### src/rtl/isbc_pkg.sv
package isbc_pkg;

    // ------------------------------------------------------------------
    // Register offsets
    // ------------------------------------------------------------------
    localparam logic [7:0] ADDR_CPU_BASE  = 8'hcd;
    localparam logic [7:0] ADDR_CPU_CUR   = 8'hce;
    localparam logic [7:0] ADDR_BUF_PORT  = 8'hcf;
    localparam logic [7:0] ADDR_CONFIG    = 8'hd6;
    localparam logic [7:0] ADDR_SCR       = 8'hd7;
    localparam logic [7:0] ADDR_IRQ_STAT  = 8'he8;
    localparam logic [7:0] ADDR_IRQ_MASK  = 8'he9;

    // ------------------------------------------------------------------
    // Field positions and reset values
    // ------------------------------------------------------------------
    localparam int CFG_ENABLE    = 0;
    localparam int CFG_RATE_LO   = 2;
    localparam int CFG_RATE_HI   = 3;
    localparam int CFG_STOP_IRQ_ENABLE   = 4;
    localparam int CFG_FAULT_IE  = 5;
    localparam int CFG_PIN_SEL   = 6;
    localparam logic [7:0] CFG_WR_MASK = 8'h7d;
    localparam logic [7:0] CFG_RESET   = 8'h00;

    localparam int SCR_BYTE_DONE = 0;
    localparam int SCR_LRB       = 1;
    localparam int SCR_TRANSMIT  = 2;
    localparam int SCR_ADDRESS   = 3;
    localparam int SCR_ACK       = 4;
    localparam int SCR_STOP      = 5;
    localparam int SCR_FAULT     = 7;
    localparam logic [7:0] SCR_RESET   = 8'h00;

    localparam int IRQ_W         = 3;
    localparam int IRQ_BYTE_DONE = 0;
    localparam int IRQ_ADDRESS   = 1;
    localparam int IRQ_STOP      = 2;
    localparam logic [2:0] IRQ_RESET   = 3'h0;

    // ------------------------------------------------------------------
    // Rate codes and data setup before releasing a stretched clock
    // ------------------------------------------------------------------
    localparam logic [1:0] RATE_100K = 2'h0;
    localparam logic [1:0] RATE_400K = 2'h1;
    localparam logic [1:0] RATE_50K  = 2'h2;

    localparam int CLK_PERIOD_NS  = 5;
    localparam int SETUP_100K_NS  = 2500;
    localparam int SETUP_400K_NS  = 625;
    localparam int SETUP_50K_NS   = 5000;
    localparam int CNT_W          = 10;
    localparam logic [CNT_W-1:0] SETUP_100K_CYC = CNT_W'(
        (SETUP_100K_NS + CLK_PERIOD_NS - 1) / CLK_PERIOD_NS);
    localparam logic [CNT_W-1:0] SETUP_400K_CYC = CNT_W'(
        (SETUP_400K_NS + CLK_PERIOD_NS - 1) / CLK_PERIOD_NS);
    localparam logic [CNT_W-1:0] SETUP_50K_CYC  = CNT_W'(
        (SETUP_50K_NS + CLK_PERIOD_NS - 1) / CLK_PERIOD_NS);

    // ------------------------------------------------------------------
    // Carriers and states
    // ------------------------------------------------------------------
    typedef struct packed {
        logic [7:0] addr;
        logic [7:0] wdata;
        logic       wr;
        logic       rd;
    } isbc_bus_req_t;

    typedef struct packed {
        logic scl;
        logic sda;
    } isbc_pins_t;

    typedef enum logic [2:0] {
        ST_IDLE   = 3'h0,
        ST_RX     = 3'h1,
        ST_HOLD   = 3'h2,
        ST_SETUP  = 3'h3,
        ST_ACK    = 3'h4,
        ST_TX     = 3'h5,
        ST_TX_ACK = 3'h6
    } isbc_state_t;

endpackage : isbc_pkg

### src/rtl/isbc_slave_ctrl.sv
// Summary of operation
// - Buffer port read returns byte at pointer
// - Buffer port write stores byte at pointer
// - Never-written buffer locations read undefined
// - Config bit 6 selects bus pin pair
// - Config bit 4 enables Stop interrupt
// - Rate field bits 3:2 selects setup time before a stretched clock is released
// - Status register held reset while disabled
// - Bus fault bit and enable have no effect
// - Stop sets status bit 5, firmware clears
// - Ack bit cleared on byte complete
// - Address byte sets status bit 3
// - Transmit bit cleared by Start
// - Bit 1 captures ninth-bit acknowledge
// - Byte complete set after byte, Start clears
// - Each buffer port access advances pointer
// - Pointer wraps to zero past last location
//
// Design decision made here: the plain strobed port.
module isbc_slave_ctrl #(
    parameter int BUF_DEPTH = 32,
    parameter int PTR_W     = 5
) (
    input  wire logic                  core_clk_in,
    input  wire logic                  reset_n_in,
    input  wire isbc_pkg::isbc_bus_req_t bus_req_in,
    output logic [7:0]                 rd_data_out,
    output logic                       irq_out,
    input  wire isbc_pkg::isbc_pins_t [1:0] pin_pair_in,
    output logic [1:0]                 scl_out,
    output logic [1:0]                 scl_oe_out,
    output logic [1:0]                 sda_out,
    output logic [1:0]                 sda_oe_out
);

    // ------------------------------------------------------------------
    // Elaboration checks
    // ------------------------------------------------------------------
    // Pointer wrap relies on the depth filling the pointer width exactly
    if (BUF_DEPTH != (1 << PTR_W) || PTR_W > 8)
    begin : g_bad_depth
        $error("BUF_DEPTH must equal 2**PTR_W, PTR_W at most 8");
    end

    // ------------------------------------------------------------------
    // Register bus decode
    // ------------------------------------------------------------------
    logic [7:0]       cfg_reg;
    logic [7:0]       scr_reg;
    logic [PTR_W-1:0] cpu_base_reg;
    logic [PTR_W-1:0] cpu_current_pointer;
    logic [2:0]       irq_stat_reg;
    logic [2:0]       irq_mask_reg;
    logic [7:0]       buf_mem [BUF_DEPTH];

    wire [7:0] addr   = bus_req_in.addr;
    wire [7:0] wdata  = bus_req_in.wdata;
    wire wr_cfg       = bus_req_in.wr && addr == isbc_pkg::ADDR_CONFIG;
    wire wr_scr       = bus_req_in.wr && addr == isbc_pkg::ADDR_SCR;
    wire wr_base      = bus_req_in.wr && addr == isbc_pkg::ADDR_CPU_BASE;
    wire wr_buf       = bus_req_in.wr && addr == isbc_pkg::ADDR_BUF_PORT;
    wire rd_buf       = bus_req_in.rd && addr == isbc_pkg::ADDR_BUF_PORT;
    wire wr_istat     = bus_req_in.wr && addr == isbc_pkg::ADDR_IRQ_STAT;
    wire wr_imask     = bus_req_in.wr && addr == isbc_pkg::ADDR_IRQ_MASK;

    // Config fields; fault enable is stored but steers nothing
    wire       cfg_en   = cfg_reg[isbc_pkg::CFG_ENABLE];
    wire       stop_irq_enable  = cfg_reg[isbc_pkg::CFG_STOP_IRQ_ENABLE];
    wire       pin_sel  = cfg_reg[isbc_pkg::CFG_PIN_SEL];
    wire [1:0] rate     = cfg_reg[isbc_pkg::CFG_RATE_HI:isbc_pkg::CFG_RATE_LO];

    // Buffer byte at the pointer; unwritten entries are never reset
    wire [7:0] buf_at_cp = buf_mem[cpu_current_pointer];

    // ------------------------------------------------------------------
    // Pin synchronisers and bus condition detect
    // ------------------------------------------------------------------
    isbc_pkg::isbc_pins_t [1:0] sync1_reg;
    isbc_pkg::isbc_pins_t [1:0] sync2_reg;
    logic                       scl_d_reg;
    logic                       sda_d_reg;

    // Pin pair chosen by the select bit
    wire scl_s     = sync2_reg[pin_sel].scl;
    wire sda_s     = sync2_reg[pin_sel].sda;

    // Both pairs are synchronised so a pair switch sees settled levels
    always_ff @(posedge core_clk_in)
    begin
        sync1_reg <= pin_pair_in;
        sync2_reg <= sync1_reg;
        scl_d_reg <= scl_s;
        sda_d_reg <= sda_s;
    end

    wire scl_rise  = scl_s & ~scl_d_reg;
    wire scl_fall  = ~scl_s & scl_d_reg;
    wire start_det = cfg_en & scl_s & scl_d_reg & sda_d_reg & ~sda_s;
    wire stop_det  = cfg_en & scl_s & scl_d_reg & ~sda_d_reg & sda_s;

    // ------------------------------------------------------------------
    // Byte engine
    // ------------------------------------------------------------------
    isbc_pkg::isbc_state_t              state_reg;
    logic [3:0]                         bit_cnt_reg;
    logic [7:0]                         shift_reg;
    logic                               first_byte_reg;
    logic                               was_tx_reg;
    logic [PTR_W-1:0]                   bus_ptr_reg;
    logic [isbc_pkg::CNT_W-1:0]         setup_cnt_reg;

    wire ack_bit  = scr_reg[isbc_pkg::SCR_ACK];
    wire tx_bit   = scr_reg[isbc_pkg::SCR_TRANSMIT];
    wire lrb_bit  = scr_reg[isbc_pkg::SCR_LRB];

    // Events that feed the status register
    wire rx_done  = state_reg == isbc_pkg::ST_RX && scl_fall
                    && bit_cnt_reg == 4'h8;
    wire addr_set = rx_done & first_byte_reg;
    wire rx_store = rx_done & ~first_byte_reg;
    wire tx_done  = state_reg == isbc_pkg::ST_TX_ACK && scl_fall;
    wire lrb_cap  = state_reg == isbc_pkg::ST_TX_ACK && scl_rise;
    wire bc_set   = rx_done | tx_done;
    wire nack_end = state_reg == isbc_pkg::ST_HOLD && wr_scr
                    && was_tx_reg && lrb_bit;
    wire go_setup = state_reg == isbc_pkg::ST_HOLD && wr_scr && !nack_end;
    wire bus_ptr_max = bus_ptr_reg == {PTR_W{1'b1}};
    wire [PTR_W-1:0] bus_ptr_inc = bus_ptr_max ? bus_ptr_reg
                                   : PTR_W'(bus_ptr_reg + 1'b1);
    wire [7:0] bus_byte = buf_mem[bus_ptr_reg];

    // Setup time before a stretched clock is let go
    wire [isbc_pkg::CNT_W-1:0] setup_load =
        (rate == isbc_pkg::RATE_400K) ? isbc_pkg::SETUP_400K_CYC :
        (rate == isbc_pkg::RATE_50K)  ? isbc_pkg::SETUP_50K_CYC  :
                                        isbc_pkg::SETUP_100K_CYC;

    // Pin drive, low-only; the clock is stretched while firmware decides
    wire scl_drive = state_reg == isbc_pkg::ST_HOLD
                     || state_reg == isbc_pkg::ST_SETUP;
    wire ack_phase = state_reg == isbc_pkg::ST_ACK
                     || (state_reg == isbc_pkg::ST_SETUP && !was_tx_reg);
    wire tx_phase  = state_reg == isbc_pkg::ST_TX
                     || (state_reg == isbc_pkg::ST_SETUP && was_tx_reg);
    wire sda_drive = (ack_phase & ack_bit) | (tx_phase & ~shift_reg[7]);

    // Stop and Start override whatever byte is in flight
    always_ff @(posedge core_clk_in)
    begin
        if (!reset_n_in || !cfg_en || stop_det)
        begin
            state_reg      <= isbc_pkg::ST_IDLE;
            bit_cnt_reg    <= 4'h0;
            first_byte_reg <= 1'b0;
            was_tx_reg     <= 1'b0;
            bus_ptr_reg    <= '0;
            setup_cnt_reg  <= '0;
        end
        else if (start_det)
        begin
            state_reg      <= isbc_pkg::ST_RX;
            bit_cnt_reg    <= 4'h0;
            first_byte_reg <= 1'b1;
            bus_ptr_reg    <= '0;
        end
        else
        begin
            unique case (state_reg)
                isbc_pkg::ST_IDLE: ;
                isbc_pkg::ST_RX:
                begin
                    if (scl_rise)
                    begin
                        shift_reg   <= {shift_reg[6:0], sda_s};
                        bit_cnt_reg <= bit_cnt_reg + 4'h1;
                    end
                    if (rx_done)
                    begin
                        state_reg  <= isbc_pkg::ST_HOLD;
                        was_tx_reg <= 1'b0;
                    end
                    if (rx_store)
                        bus_ptr_reg <= bus_ptr_inc;
                end
                isbc_pkg::ST_HOLD:
                begin
                    if (nack_end)
                        state_reg <= isbc_pkg::ST_IDLE;
                    else if (go_setup)
                    begin
                        state_reg     <= isbc_pkg::ST_SETUP;
                        setup_cnt_reg <= setup_load;
                        if (was_tx_reg)
                            shift_reg <= bus_byte;
                    end
                end
                isbc_pkg::ST_SETUP:
                begin
                    setup_cnt_reg <= setup_cnt_reg - 1'b1;
                    if (setup_cnt_reg == '0)
                    begin
                        state_reg   <= was_tx_reg ? isbc_pkg::ST_TX
                                                  : isbc_pkg::ST_ACK;
                        bit_cnt_reg <= 4'h0;
                    end
                end
                isbc_pkg::ST_ACK:
                begin
                    // Not acknowledged: stay off the bus until Start/Stop
                    if (scl_fall)
                    begin
                        bit_cnt_reg    <= 4'h0;
                        first_byte_reg <= 1'b0;
                        shift_reg      <= bus_byte;
                        state_reg      <= !ack_bit ? isbc_pkg::ST_IDLE :
                                          tx_bit   ? isbc_pkg::ST_TX
                                                   : isbc_pkg::ST_RX;
                    end
                end
                isbc_pkg::ST_TX:
                begin
                    if (scl_fall)
                    begin
                        shift_reg   <= {shift_reg[6:0], 1'b1};
                        bit_cnt_reg <= bit_cnt_reg + 4'h1;
                        if (bit_cnt_reg == 4'h7)
                        begin
                            state_reg   <= isbc_pkg::ST_TX_ACK;
                            bus_ptr_reg <= bus_ptr_inc;
                        end
                    end
                end
                isbc_pkg::ST_TX_ACK:
                begin
                    if (tx_done)
                    begin
                        state_reg  <= isbc_pkg::ST_HOLD;
                        was_tx_reg <= 1'b1;
                    end
                end
                default: state_reg <= isbc_pkg::ST_IDLE;
            endcase
        end
    end

    // ------------------------------------------------------------------
    // Status and control register
    // ------------------------------------------------------------------
    // A written zero clears a status bit; hardware setting wins
    wire [7:0] clr = wr_scr ? ~wdata : 8'h00;
    wire stop_n = stop_det
                  | (scr_reg[isbc_pkg::SCR_STOP] & ~clr[isbc_pkg::SCR_STOP]);
    wire ack_n  = bc_set ? 1'b0
                  : wr_scr ? wdata[isbc_pkg::SCR_ACK] : ack_bit;
    wire addr_n = addr_set
                  | (scr_reg[isbc_pkg::SCR_ADDRESS]
                     & ~clr[isbc_pkg::SCR_ADDRESS]);
    wire tx_n   = start_det ? 1'b0
                  : wr_scr ? wdata[isbc_pkg::SCR_TRANSMIT] : tx_bit;
    wire lrb_n  = lrb_cap ? sda_s
                  : lrb_bit & ~clr[isbc_pkg::SCR_LRB] & ~start_det;
    wire bc_n   = bc_set
                  | (scr_reg[isbc_pkg::SCR_BYTE_DONE]
                     & ~clr[isbc_pkg::SCR_BYTE_DONE] & ~start_det);
    // Fault bit never sets on this part
    wire [7:0] scr_next = {1'b0, 1'b0, stop_n, ack_n,
                           addr_n, tx_n, lrb_n, bc_n};

    // Held at reset while the port is off
    always_ff @(posedge core_clk_in)
    begin
        if (!reset_n_in || !cfg_en)
            scr_reg <= isbc_pkg::SCR_RESET;
        else
            scr_reg <= scr_next;
    end

    // ------------------------------------------------------------------
    // Config, pointers and shared buffer
    // ------------------------------------------------------------------
    // Reserved bits drop on write; software keeps them zero
    always_ff @(posedge core_clk_in)
    begin
        if (!reset_n_in)
            cfg_reg <= isbc_pkg::CFG_RESET;
        else if (wr_cfg)
            cfg_reg <= wdata & isbc_pkg::CFG_WR_MASK;
    end

    // Pointer steps per access and wraps by width
    always_ff @(posedge core_clk_in)
    begin
        if (!reset_n_in)
        begin
            cpu_base_reg        <= '0;
            cpu_current_pointer <= '0;
        end
        else if (wr_base)
        begin
            cpu_base_reg        <= wdata[PTR_W-1:0];
            cpu_current_pointer <= wdata[PTR_W-1:0];
        end
        else if (wr_buf || rd_buf)
            cpu_current_pointer <= PTR_W'(cpu_current_pointer + 1'b1);
    end

    // Bus side is written last, so it wins a same-entry collision
    always_ff @(posedge core_clk_in)
    begin
        if (wr_buf)
            buf_mem[cpu_current_pointer] <= wdata;
        if (rx_store)
            buf_mem[bus_ptr_reg] <= shift_reg;
    end

    // ------------------------------------------------------------------
    // Interrupt status, mask and read port
    // ------------------------------------------------------------------
    wire [2:0] irq_ev = {stop_det & stop_irq_enable, addr_set, bc_set};
    wire [2:0] irq_stat_next = irq_ev
                               | (irq_stat_reg & ~(wr_istat ? wdata[2:0]
                                                            : 3'h0));
    wire [2:0] irq_mask_next = wr_imask ? wdata[2:0] : irq_mask_reg;

    wire [7:0] rd_mux =
        (addr == isbc_pkg::ADDR_BUF_PORT) ? buf_at_cp
      : (addr == isbc_pkg::ADDR_CONFIG)   ? cfg_reg
      : (addr == isbc_pkg::ADDR_SCR)      ? scr_reg
      : (addr == isbc_pkg::ADDR_CPU_BASE) ? 8'(cpu_base_reg)
      : (addr == isbc_pkg::ADDR_CPU_CUR)  ? 8'(cpu_current_pointer)
      : (addr == isbc_pkg::ADDR_IRQ_STAT) ? {5'h00, irq_stat_reg}
      : (addr == isbc_pkg::ADDR_IRQ_MASK) ? {5'h00, irq_mask_reg}
      : 8'h00;

    // Interrupt follows next-state so it lines up with the status bits
    always_ff @(posedge core_clk_in)
    begin
        if (!reset_n_in)
        begin
            irq_stat_reg <= isbc_pkg::IRQ_RESET;
            irq_mask_reg <= isbc_pkg::IRQ_RESET;
            irq_out      <= 1'b0;
            rd_data_out  <= 8'h00;
        end
        else
        begin
            irq_stat_reg <= irq_stat_next;
            irq_mask_reg <= irq_mask_next;
            irq_out      <= |(irq_stat_next & irq_mask_next);
            rd_data_out  <= bus_req_in.rd ? rd_mux : 8'h00;
        end
    end

    // Open-drain pins only pull low, on the selected pair
    always_ff @(posedge core_clk_in)
    begin
        if (!reset_n_in)
        begin
            scl_oe_out <= 2'h0;
            sda_oe_out <= 2'h0;
            scl_out    <= 2'h0;
            sda_out    <= 2'h0;
        end
        else
        begin
            scl_oe_out <= pin_sel ? {scl_drive, 1'b0} : {1'b0, scl_drive};
            sda_oe_out <= pin_sel ? {sda_drive, 1'b0} : {1'b0, sda_drive};
            scl_out    <= 2'h0;
            sda_out    <= 2'h0;
        end
    end
endmodule : isbc_slave_ctrl

### config.mk
export PLATFORM = sky130hd
export DESIGN_NAME = isbc_slave_ctrl
export DESIGN_NICKNAME = d
export VERILOG_FILES = /design/src/rtl/isbc_pkg.sv /design/src/rtl/isbc_slave_ctrl.sv
export SDC_FILE = /design/constraint.sdc
export NUM_CORES = 1
export LEC_CHECK = 0
export ABC_AREA = 1
export BUFFER_PORTS_ARGS = -buffer_cell sky130_fd_sc_hd__buf_4
export CAP_MARGIN = 5
export CORE_UTILIZATION = 40
export CTS_BUF_LIST = sky130_fd_sc_hd__clkbuf_4 sky130_fd_sc_hd__clkbuf_8
export DETAILED_ROUTE_END_ITERATION = 10
export HOLD_SLACK_MARGIN = 0.08
export MAX_ROUTING_LAYER = met4
export SYNTH_ARGS = -nofsm -noshare
export SYNTH_HDL_FRONTEND = slang
export SYNTH_SLANG_ARGS = --single-unit
### constraint.sdc
create_clock -name core_clk_in -period 2.9 [get_ports core_clk_in]
set_input_delay 0 -clock core_clk_in [delete_from_list [all_inputs] [get_ports core_clk_in]]
set_output_delay 0 -clock core_clk_in [all_outputs]
set_load 0.05 [all_outputs]
# After elaboration in Yosys (flattened, before gate mapping)
# Memories as Yosys holds them, arrays and structs flattened. A register that Yosys moved wholly into a read port is not among the register bits.
# Index checks and enable logic that the tools add are counted.
word_totals:
  reg_bits: 85
  ram_bits: 256
  input_bits: 24
  out_inout_bits: 17
  elab_cells: 236
  memories: 1
classes:
  add_sub_neg: 4
  magnitude_cmp: 1
  eq_ne: 38
  mux: 64
  bitwise: 43
  n_reduce_logical: 52
memory_table:
  columns: ["memory", "depth", "width", "rd", "rd_ports_with_merged_regs", "wr", "line", "text"]
  rows:
  - ["buf_mem", 32, 8, 2, 2, 2, "isbc_slave_ctrl.sv:54", "logic [7:0] buf_mem [BUF_DEPTH];"]
op_table:
  columns: ["operator", "count"]
  rows:
  - ["8-bit two-way mux", 9]
  - ["5-bit two-way mux", 12]
  - ["8-bit equality test (second input constant)", 7]
  - ["3-bit two-way mux", 14]
  - ["10-bit two-way mux", 4]
  - ["8-bit one-hot mux with 4 select lines", 1]
  - ["3-bit one-hot mux with 7 select lines", 1]
  - ["2-bit inequality test (second input constant)", 10]
  - ["10-bit one-hot mux with 2 select lines", 1]
  - ["1-bit AND", 19]
  - ["1-bit logical AND", 17]
  - ["4-bit two-way mux", 4]
  - ["4-bit one-hot mux with 4 select lines", 1]
  - ["8-bit AND reduction", 2]
  - ["3-bit inequality test (second input constant)", 5]
  - ["1-bit NOT", 14]
  - ["1-bit two-way mux", 12]
  - ["4-bit AND reduction", 3]
  - ["2-bit nonzero test", 6]
  - ["5-bit by 1-bit adder with 5-bit output (second input constant)", 2]
  - ["10-bit logical NOT", 1]
  - ["5-bit one-hot mux with 2 select lines", 1]
  - ["10-bit by 1-bit subtractor with 10-bit output (second input constant)", 1]
  - ["3-bit equality test (second input constant)", 3]
  - ["other kinds (29)", 52]

# Longest topological paths before layout
logic_depth:
  ltp_word: 11
  mapped_depth: 13
  mapped_depth_nobuf: 13

# Worst setup path after synthesis
# No wires, ideal clock.
synth_path:
  path_kind: "reg2reg"
  from: "register cfg_reg[6]"
  to: "register shift_reg[0], enable pin"
  setup_ns: 0.395
  arrival_time_ns: 1.837
  required_ns: 2.505
  path_slack_ns: 0.669
  path_stages_with_launch: 9
  path_buffers: 0
  path_cell_list: "dfxtp_1 inv_2 nand2_4 nand2_1 nand2_1 nor2_2 nand3_2 inv_2 nor4_1"
synth_between:
  elab_chain_cells: 9
  elab_cells_between_ends: 19
synth_rtl:
  columns: ["item", "line", "text"]
  rows:
  - ["from (decl)", "isbc_slave_ctrl.sv:48", "logic [7:0] cfg_reg;"]
  - ["from (signal assigned)", "isbc_slave_ctrl.sv:285", "cfg_reg <= isbc_pkg::CFG_RESET;"]
  - ["from (signal assigned)", "isbc_slave_ctrl.sv:287", "cfg_reg <= wdata & isbc_pkg::CFG_WR_MASK;"]
  - ["2-bit two-way mux (not written as such) * (2 in series)", "isbc_slave_ctrl.sv:85", "wire sda_s = sync2_reg[pin_sel].sda;"]
  - ["net scl_s", "isbc_slave_ctrl.sv:84", "wire scl_s = sync2_reg[pin_sel].scl;"]
  - ["1-bit AND (2 in series)", "isbc_slave_ctrl.sv:98, isbc_slave_ctrl.sv:99", null]
  - ["1-bit AND (2 in series)", "isbc_slave_ctrl.sv:99", "wire stop_det = cfg_en & scl_s & scl_d_reg & ~sda_d_reg & sda_s;"]
  - ["1-bit logical OR", "isbc_slave_ctrl.sv:150", "if (!reset_n_in || !cfg_en || stop_det)"]
  - ["1-bit NOT (no line)", null, null]
  - ["9-bit AND reduction (no line) *", null, null]
  - ["to (signal assigned)", "isbc_slave_ctrl.sv:174", "shift_reg <= {shift_reg[6:0], sda_s};"]
  - ["to (signal assigned)", "isbc_slave_ctrl.sv:194", "shift_reg <= bus_byte;"]
  - ["to (signal assigned)", "isbc_slave_ctrl.sv:214", "shift_reg <= bus_byte;"]
  - ["to (decl)", "isbc_slave_ctrl.sv:106", "logic [7:0] shift_reg;"]
# The timed path passes the listed nets; every way through them passes the cells marked *. The select of a mux whose other input is x is not followed.
# A chain may end at the register's enable or synchronous reset.

# Worst setup path in the final report
layout_path:
  from: "input port bus_req_in[11] (netlist bit)"
  to: "register irq_out"
layout_between:
  elab_chain_cells: 8
  elab_cells_between_ends: 11
layout_rtl:
  columns: ["item", "line", "text"]
  rows:
  - ["from (decl)", "isbc_slave_ctrl.sv:26", "input wire isbc_pkg::isbc_bus_req_t bus_req_in,"]
  - ["8-bit equality test", "isbc_slave_ctrl.sv:63", "wire wr_istat = bus_req_in.wr && addr == isbc_pkg::ADDR_IRQ_STAT;"]
  - ["1-bit logical AND", "isbc_slave_ctrl.sv:63", null]
  - ["3-bit two-way mux", "isbc_slave_ctrl.sv:321", "| (irq_stat_reg & ~(wr_istat ? wdata[2:0]"]
  - ["3-bit NOT", "isbc_slave_ctrl.sv:321", null]
  - ["3-bit AND", "isbc_slave_ctrl.sv:321", null]
  - ["3-bit bitwise OR", "isbc_slave_ctrl.sv:321", null]
  - ["3-bit AND *", "isbc_slave_ctrl.sv:349", "irq_out <= |(irq_stat_next & irq_mask_next);"]
  - ["3-bit OR reduction *", "isbc_slave_ctrl.sv:349", null]
  - ["to (signal assigned)", "isbc_slave_ctrl.sv:349", null]
  - ["to (decl)", "isbc_slave_ctrl.sv:28", "output logic irq_out,"]
# Every way passes the cells marked *; elsewhere a longest branch is shown, timed or not.

==> reports/summary.txt <==
==========================================================================================
Diodes inserted                                                                          0
RSZ-0062 raised after global routing                                                    no
Largest net degree at the start of global routing                                      157
Share of synthesized area occupied by flip-flops and latches                         45.3%
Die Wd                                                                              232 µm
Total overflow reported by the global router                                             0
Maximum clock path buffer count                                                          3
Min Tclk post-route                                                                2.72 ns
Post-synthesis share of cell area spent on and, or, nand and nor gates               25.9%
Setup Buffers After CTS                                                                  0
Switching portion of total power                                                     22.9%
Yosys warning total                                                                      0
Largest family of logic cells by synthesized area                             simple AND/OR/NAND/NOR gates
Mux cell area share after synthesis                                                     0%
Lkg Pwr                                                                          0.0101 µW
Slew @ Worst Pin                                                                   1.22 ns
#FFs+latches synth                                                                     349
Final setup violation count                                                              0
I/O pins                                                                                41
ANT nets after route                                                                     0
Arrival time of the worst setup path                                               3.25 ns
Largest clock skew in the final design                                           0.0350 ns
Total die area                                                                  0.0540 mm²
Wire length per cell after detailed routing                                        22.0 µm
Clock Pin Slew Worst Setup and Hold Paths                                          0.06 ns
Switching Power                                                                    2410 µW
Register-to-register setup slack                                                   0.36 ns
Portion of the clock cycle consumed by the worst path in the final layout            93.9%
Maximum clock rate                                                               0.367 GHz
Layout Utilization                                                                   45.2%
Fraction of final layout cells with drive strength greater than 1                    13.8%
Number of CTS-inserted buffers                                                          66
Site Rows                                                                               84
Number of max-slew violations in the final report                                        0
Worst Setup Path Type                                                         input port to flip-flop
Internal power                                                                     8110 µW
Finished layout cell area                                                       0.0237 mm²
Unique cell type count in the Yosys netlist                                             40
Clock power share                                                                    44.7%
Synth Cell Area                                                                 0.0212 mm²
Total power                                                                       10500 µW
Max reg flops                                                                          256
Final total negative setup slack                                                      0 ns
Critical path endpoint category                                                  flip-flop
Critical Path Fanout Max                                                                 5
Placed wire-length estimate                                                       48700 µm
Antenna violations before repair                                                         0
Vias in the first global route                                                       18500
Final RePlAce weighted congestion                                                    0.937
Hold slack                                                                        0.274 ns
Final hold violation count                                                               0
Synth Instances                                                                       2740
Required arrival time at the worst endpoint                                        3.43 ns
CTS sink cnt                                                                           349
Total Wirelength                                                                  77000 µm
Share of synthesized cell area in full adder, half adder and majority cells         0.825%
Number of DRC violations after detailed-routing iteration 0                           2855
TritonCTS clock tree                                                                  done
GRT Overall Usage                                                                    29.4%
Post-synthesis to final-layout area growth                                           11.8%
Synthesized-area fraction occupied by xor and xnor cells                            0.247%
Power density over cell area                                                    443 mW/mm²
Effective utilization at floorplan                                                   40.4%
Residual DRC count                                                                       0
Total cell area at the placement stage                                          0.0221 mm²
Share of total power in sequential cells                                             51.1%
Post-synthesis compound-gate area fraction                                           18.0%
Global-route wire length before repair                                           115000 µm
Path depth of the worst reg2reg path                                                    10
Relative slew slack                                                                  17.6%
Max_cap viols                                                                            0
Drt first pass iters                                                                     6
Hold Crit Class                                                               input port to flip-flop
Run status                                                                    finished clean
Avg Cell Area, Syn                                                                7.75 µm²
Post-detailed-route via-to-cell ratio                                                 5.72
Via total after detailed routing                                                     20000
CTS Root Buffer Type                                                          sky130_fd_sc_hd__clkbuf_8
Net count of the finished layout                                                      2804
Htree depth                                                                              3
Clock insertion delay at the later pin of the skew report                          0.65 ns
Input/output buffers                                                                    36
Chip Height                                                                         232 µm
Core region area                                                                0.0526 mm²
IR Drop Worst-Case VDD                                                            0.298 mV
Combinational group share of total power                                              4.2%
Nature of the critical path startpoint                                          input port
Worst Hold Depth                                                                         4
==========================================================================================
[Yosys cell counts (all sizes together)]
library cell,number,share of area (%)
nand2,740,14
o21ai,480,13
nand3,325,7.7
inv,267,4.7
edfxtp,264,37
a21oi,143,3.4
nor2,127,2.7
clkbuf,111,2.0
buf,91,2.9
dfxtp,85,8.0
o211ai,38,1.3
nor3,15,0.57
ha,14,0.82
or2,13,0.38
xor2,6,0.25
clkinv,4,0.077
nand4,4,0.12
o22ai,4,0.12
o21a,2,0.071
a311oi,1,0.041
a31oi,1,0.029
conb,1,0.018
nand3b,1,0.035
nor4,1,0.029
o2111a,1,0.053
o221ai,1,0.041
[cell type report]
cell class                 count  area, µm²
multi-input combinational   1921       9580
clock inverter                10       48.8
sequential                   349       9640
inverter                     271       1020
clock buffer                 100       1180
fill                        5174      28800
tap                          688        861
timing repair buffer         157       1410
[timing repair]
| action | in CTS | in global routing |
|---|---|---|
| resized for setup | 0 | 2 |
| setup endpoints to repair | 0 | 7 |
| hold endpoints to repair | 236 | 0 |
| hold buffers | 44 | 0 |
[critical path: stages]
cell and delay, ns:
sky130_fd_sc_hd__dlygate4sd3_1 0.56, sky130_fd_sc_hd__buf_4 0.16, sky130_fd_sc_hd__inv_1 0.07, sky130_fd_sc_hd__nand4_1 0.07, sky130_fd_sc_hd__dlygate4sd3_1 0.56, sky130_fd_sc_hd__nor2_1 0.10
sky130_fd_sc_hd__dlygate4sd3_1 0.59, sky130_fd_sc_hd__nand2_1 0.08, sky130_fd_sc_hd__o21ai_0 0.25, sky130_fd_sc_hd__nand2_1 0.09, sky130_fd_sc_hd__nand3_1 0.09, sky130_fd_sc_hd__nand3_1 0.07
sky130_fd_sc_hd__dlygate4sd3_1 0.57
[placed cells by master (no fill, tap or decap), types with 2 or more instances in the layout]
cell	instances
sky130_fd_sc_hd__a21oi_1	143
sky130_fd_sc_hd__buf_12	10
sky130_fd_sc_hd__buf_4	101
sky130_fd_sc_hd__clkbuf_4	32
sky130_fd_sc_hd__clkbuf_8	69
sky130_fd_sc_hd__clkinv_1	12
sky130_fd_sc_hd__clkinv_2	3
sky130_fd_sc_hd__conb_1	4
sky130_fd_sc_hd__dfxtp_1	81
sky130_fd_sc_hd__dfxtp_2	2
sky130_fd_sc_hd__dfxtp_4	2
sky130_fd_sc_hd__dlygate4sd3_1	44
sky130_fd_sc_hd__edfxtp_1	264
sky130_fd_sc_hd__ha_1	14
sky130_fd_sc_hd__inv_1	257
sky130_fd_sc_hd__inv_2	7
sky130_fd_sc_hd__nand2_1	705
sky130_fd_sc_hd__nand2_4	34
sky130_fd_sc_hd__nand3_1	323
sky130_fd_sc_hd__nand4_1	4
sky130_fd_sc_hd__nor2_1	115
sky130_fd_sc_hd__nor2_2	6
sky130_fd_sc_hd__nor2_8	5
sky130_fd_sc_hd__nor3_1	11
sky130_fd_sc_hd__nor3_4	4
sky130_fd_sc_hd__o211ai_1	38
sky130_fd_sc_hd__o21a_1	2
sky130_fd_sc_hd__o21ai_0	211
sky130_fd_sc_hd__o21ai_1	178
sky130_fd_sc_hd__o21ai_2	91
sky130_fd_sc_hd__o22ai_1	4
sky130_fd_sc_hd__or2_2	13
sky130_fd_sc_hd__xor2_1	6
[power by group through the flow]
stage | clock network [µW] | registers, µW | logic, µW
3_5_place_dp | 0 | 5480 | 401
5_1_grt | 4950 | 5370 | 483
4_1_cts | 4750 | 5370 | 434
3_3_place_gp | 0 | 5480 | 389
2_1_floorplan | 0 | 5480 | 269
6_report | 4700 | 5370 | 444
[path summary, 6_finish.rpt]
| kind | start | end |
|---|---|---|
| max | bus_req_in[11] | irq_out$_SDFF_PN0_ |
| min | reset_n_in | flip-flop |
| max reg2reg | cfg_reg[6]$_SDFFE_PN0P_ | buf_mem[11][7]$_DFFE_PP_ |
| min reg2reg | sync1_reg[2]$_DFF_P_ | sync2_reg[2]$_DFF_P_ |
[metrics by stage]
step | setup slack [ns] | std cells
final | 0.177 | 3496
after detailed placement | 0.290 | 3340
after floorplan | 0.669 | 2743
after CTS | 0.0755 | 3494
after global placement | 0.347 | 3340
after global routing | 0.0627 | 3496
[logic make-up after synthesis]
group / Yosys count
and+or+nand+nor: 1226
AOI/OAI and AO/OA: 671
buffers and inverters: 473
DFF: 349
adders and majority gates: 14
xor gates and xnor gates: 6
other: 1
[routing by layer]
| layer | routed length, µm | vias to the layer above | global-route usage [%] |
|---|---|---|---|
| met1 | 30700 | 9339 | 38.0 |
| met4 | 3370 | 0 | 12.8 |
| li1 | - | 9268 | - |
| met3 | 7400 | 237 | 5.16 |
| met5 | 0 | - | - |
| met2 | 35400 | 1156 | 45.1 |
Note: power is estimated with default switching activity, not from simulation.
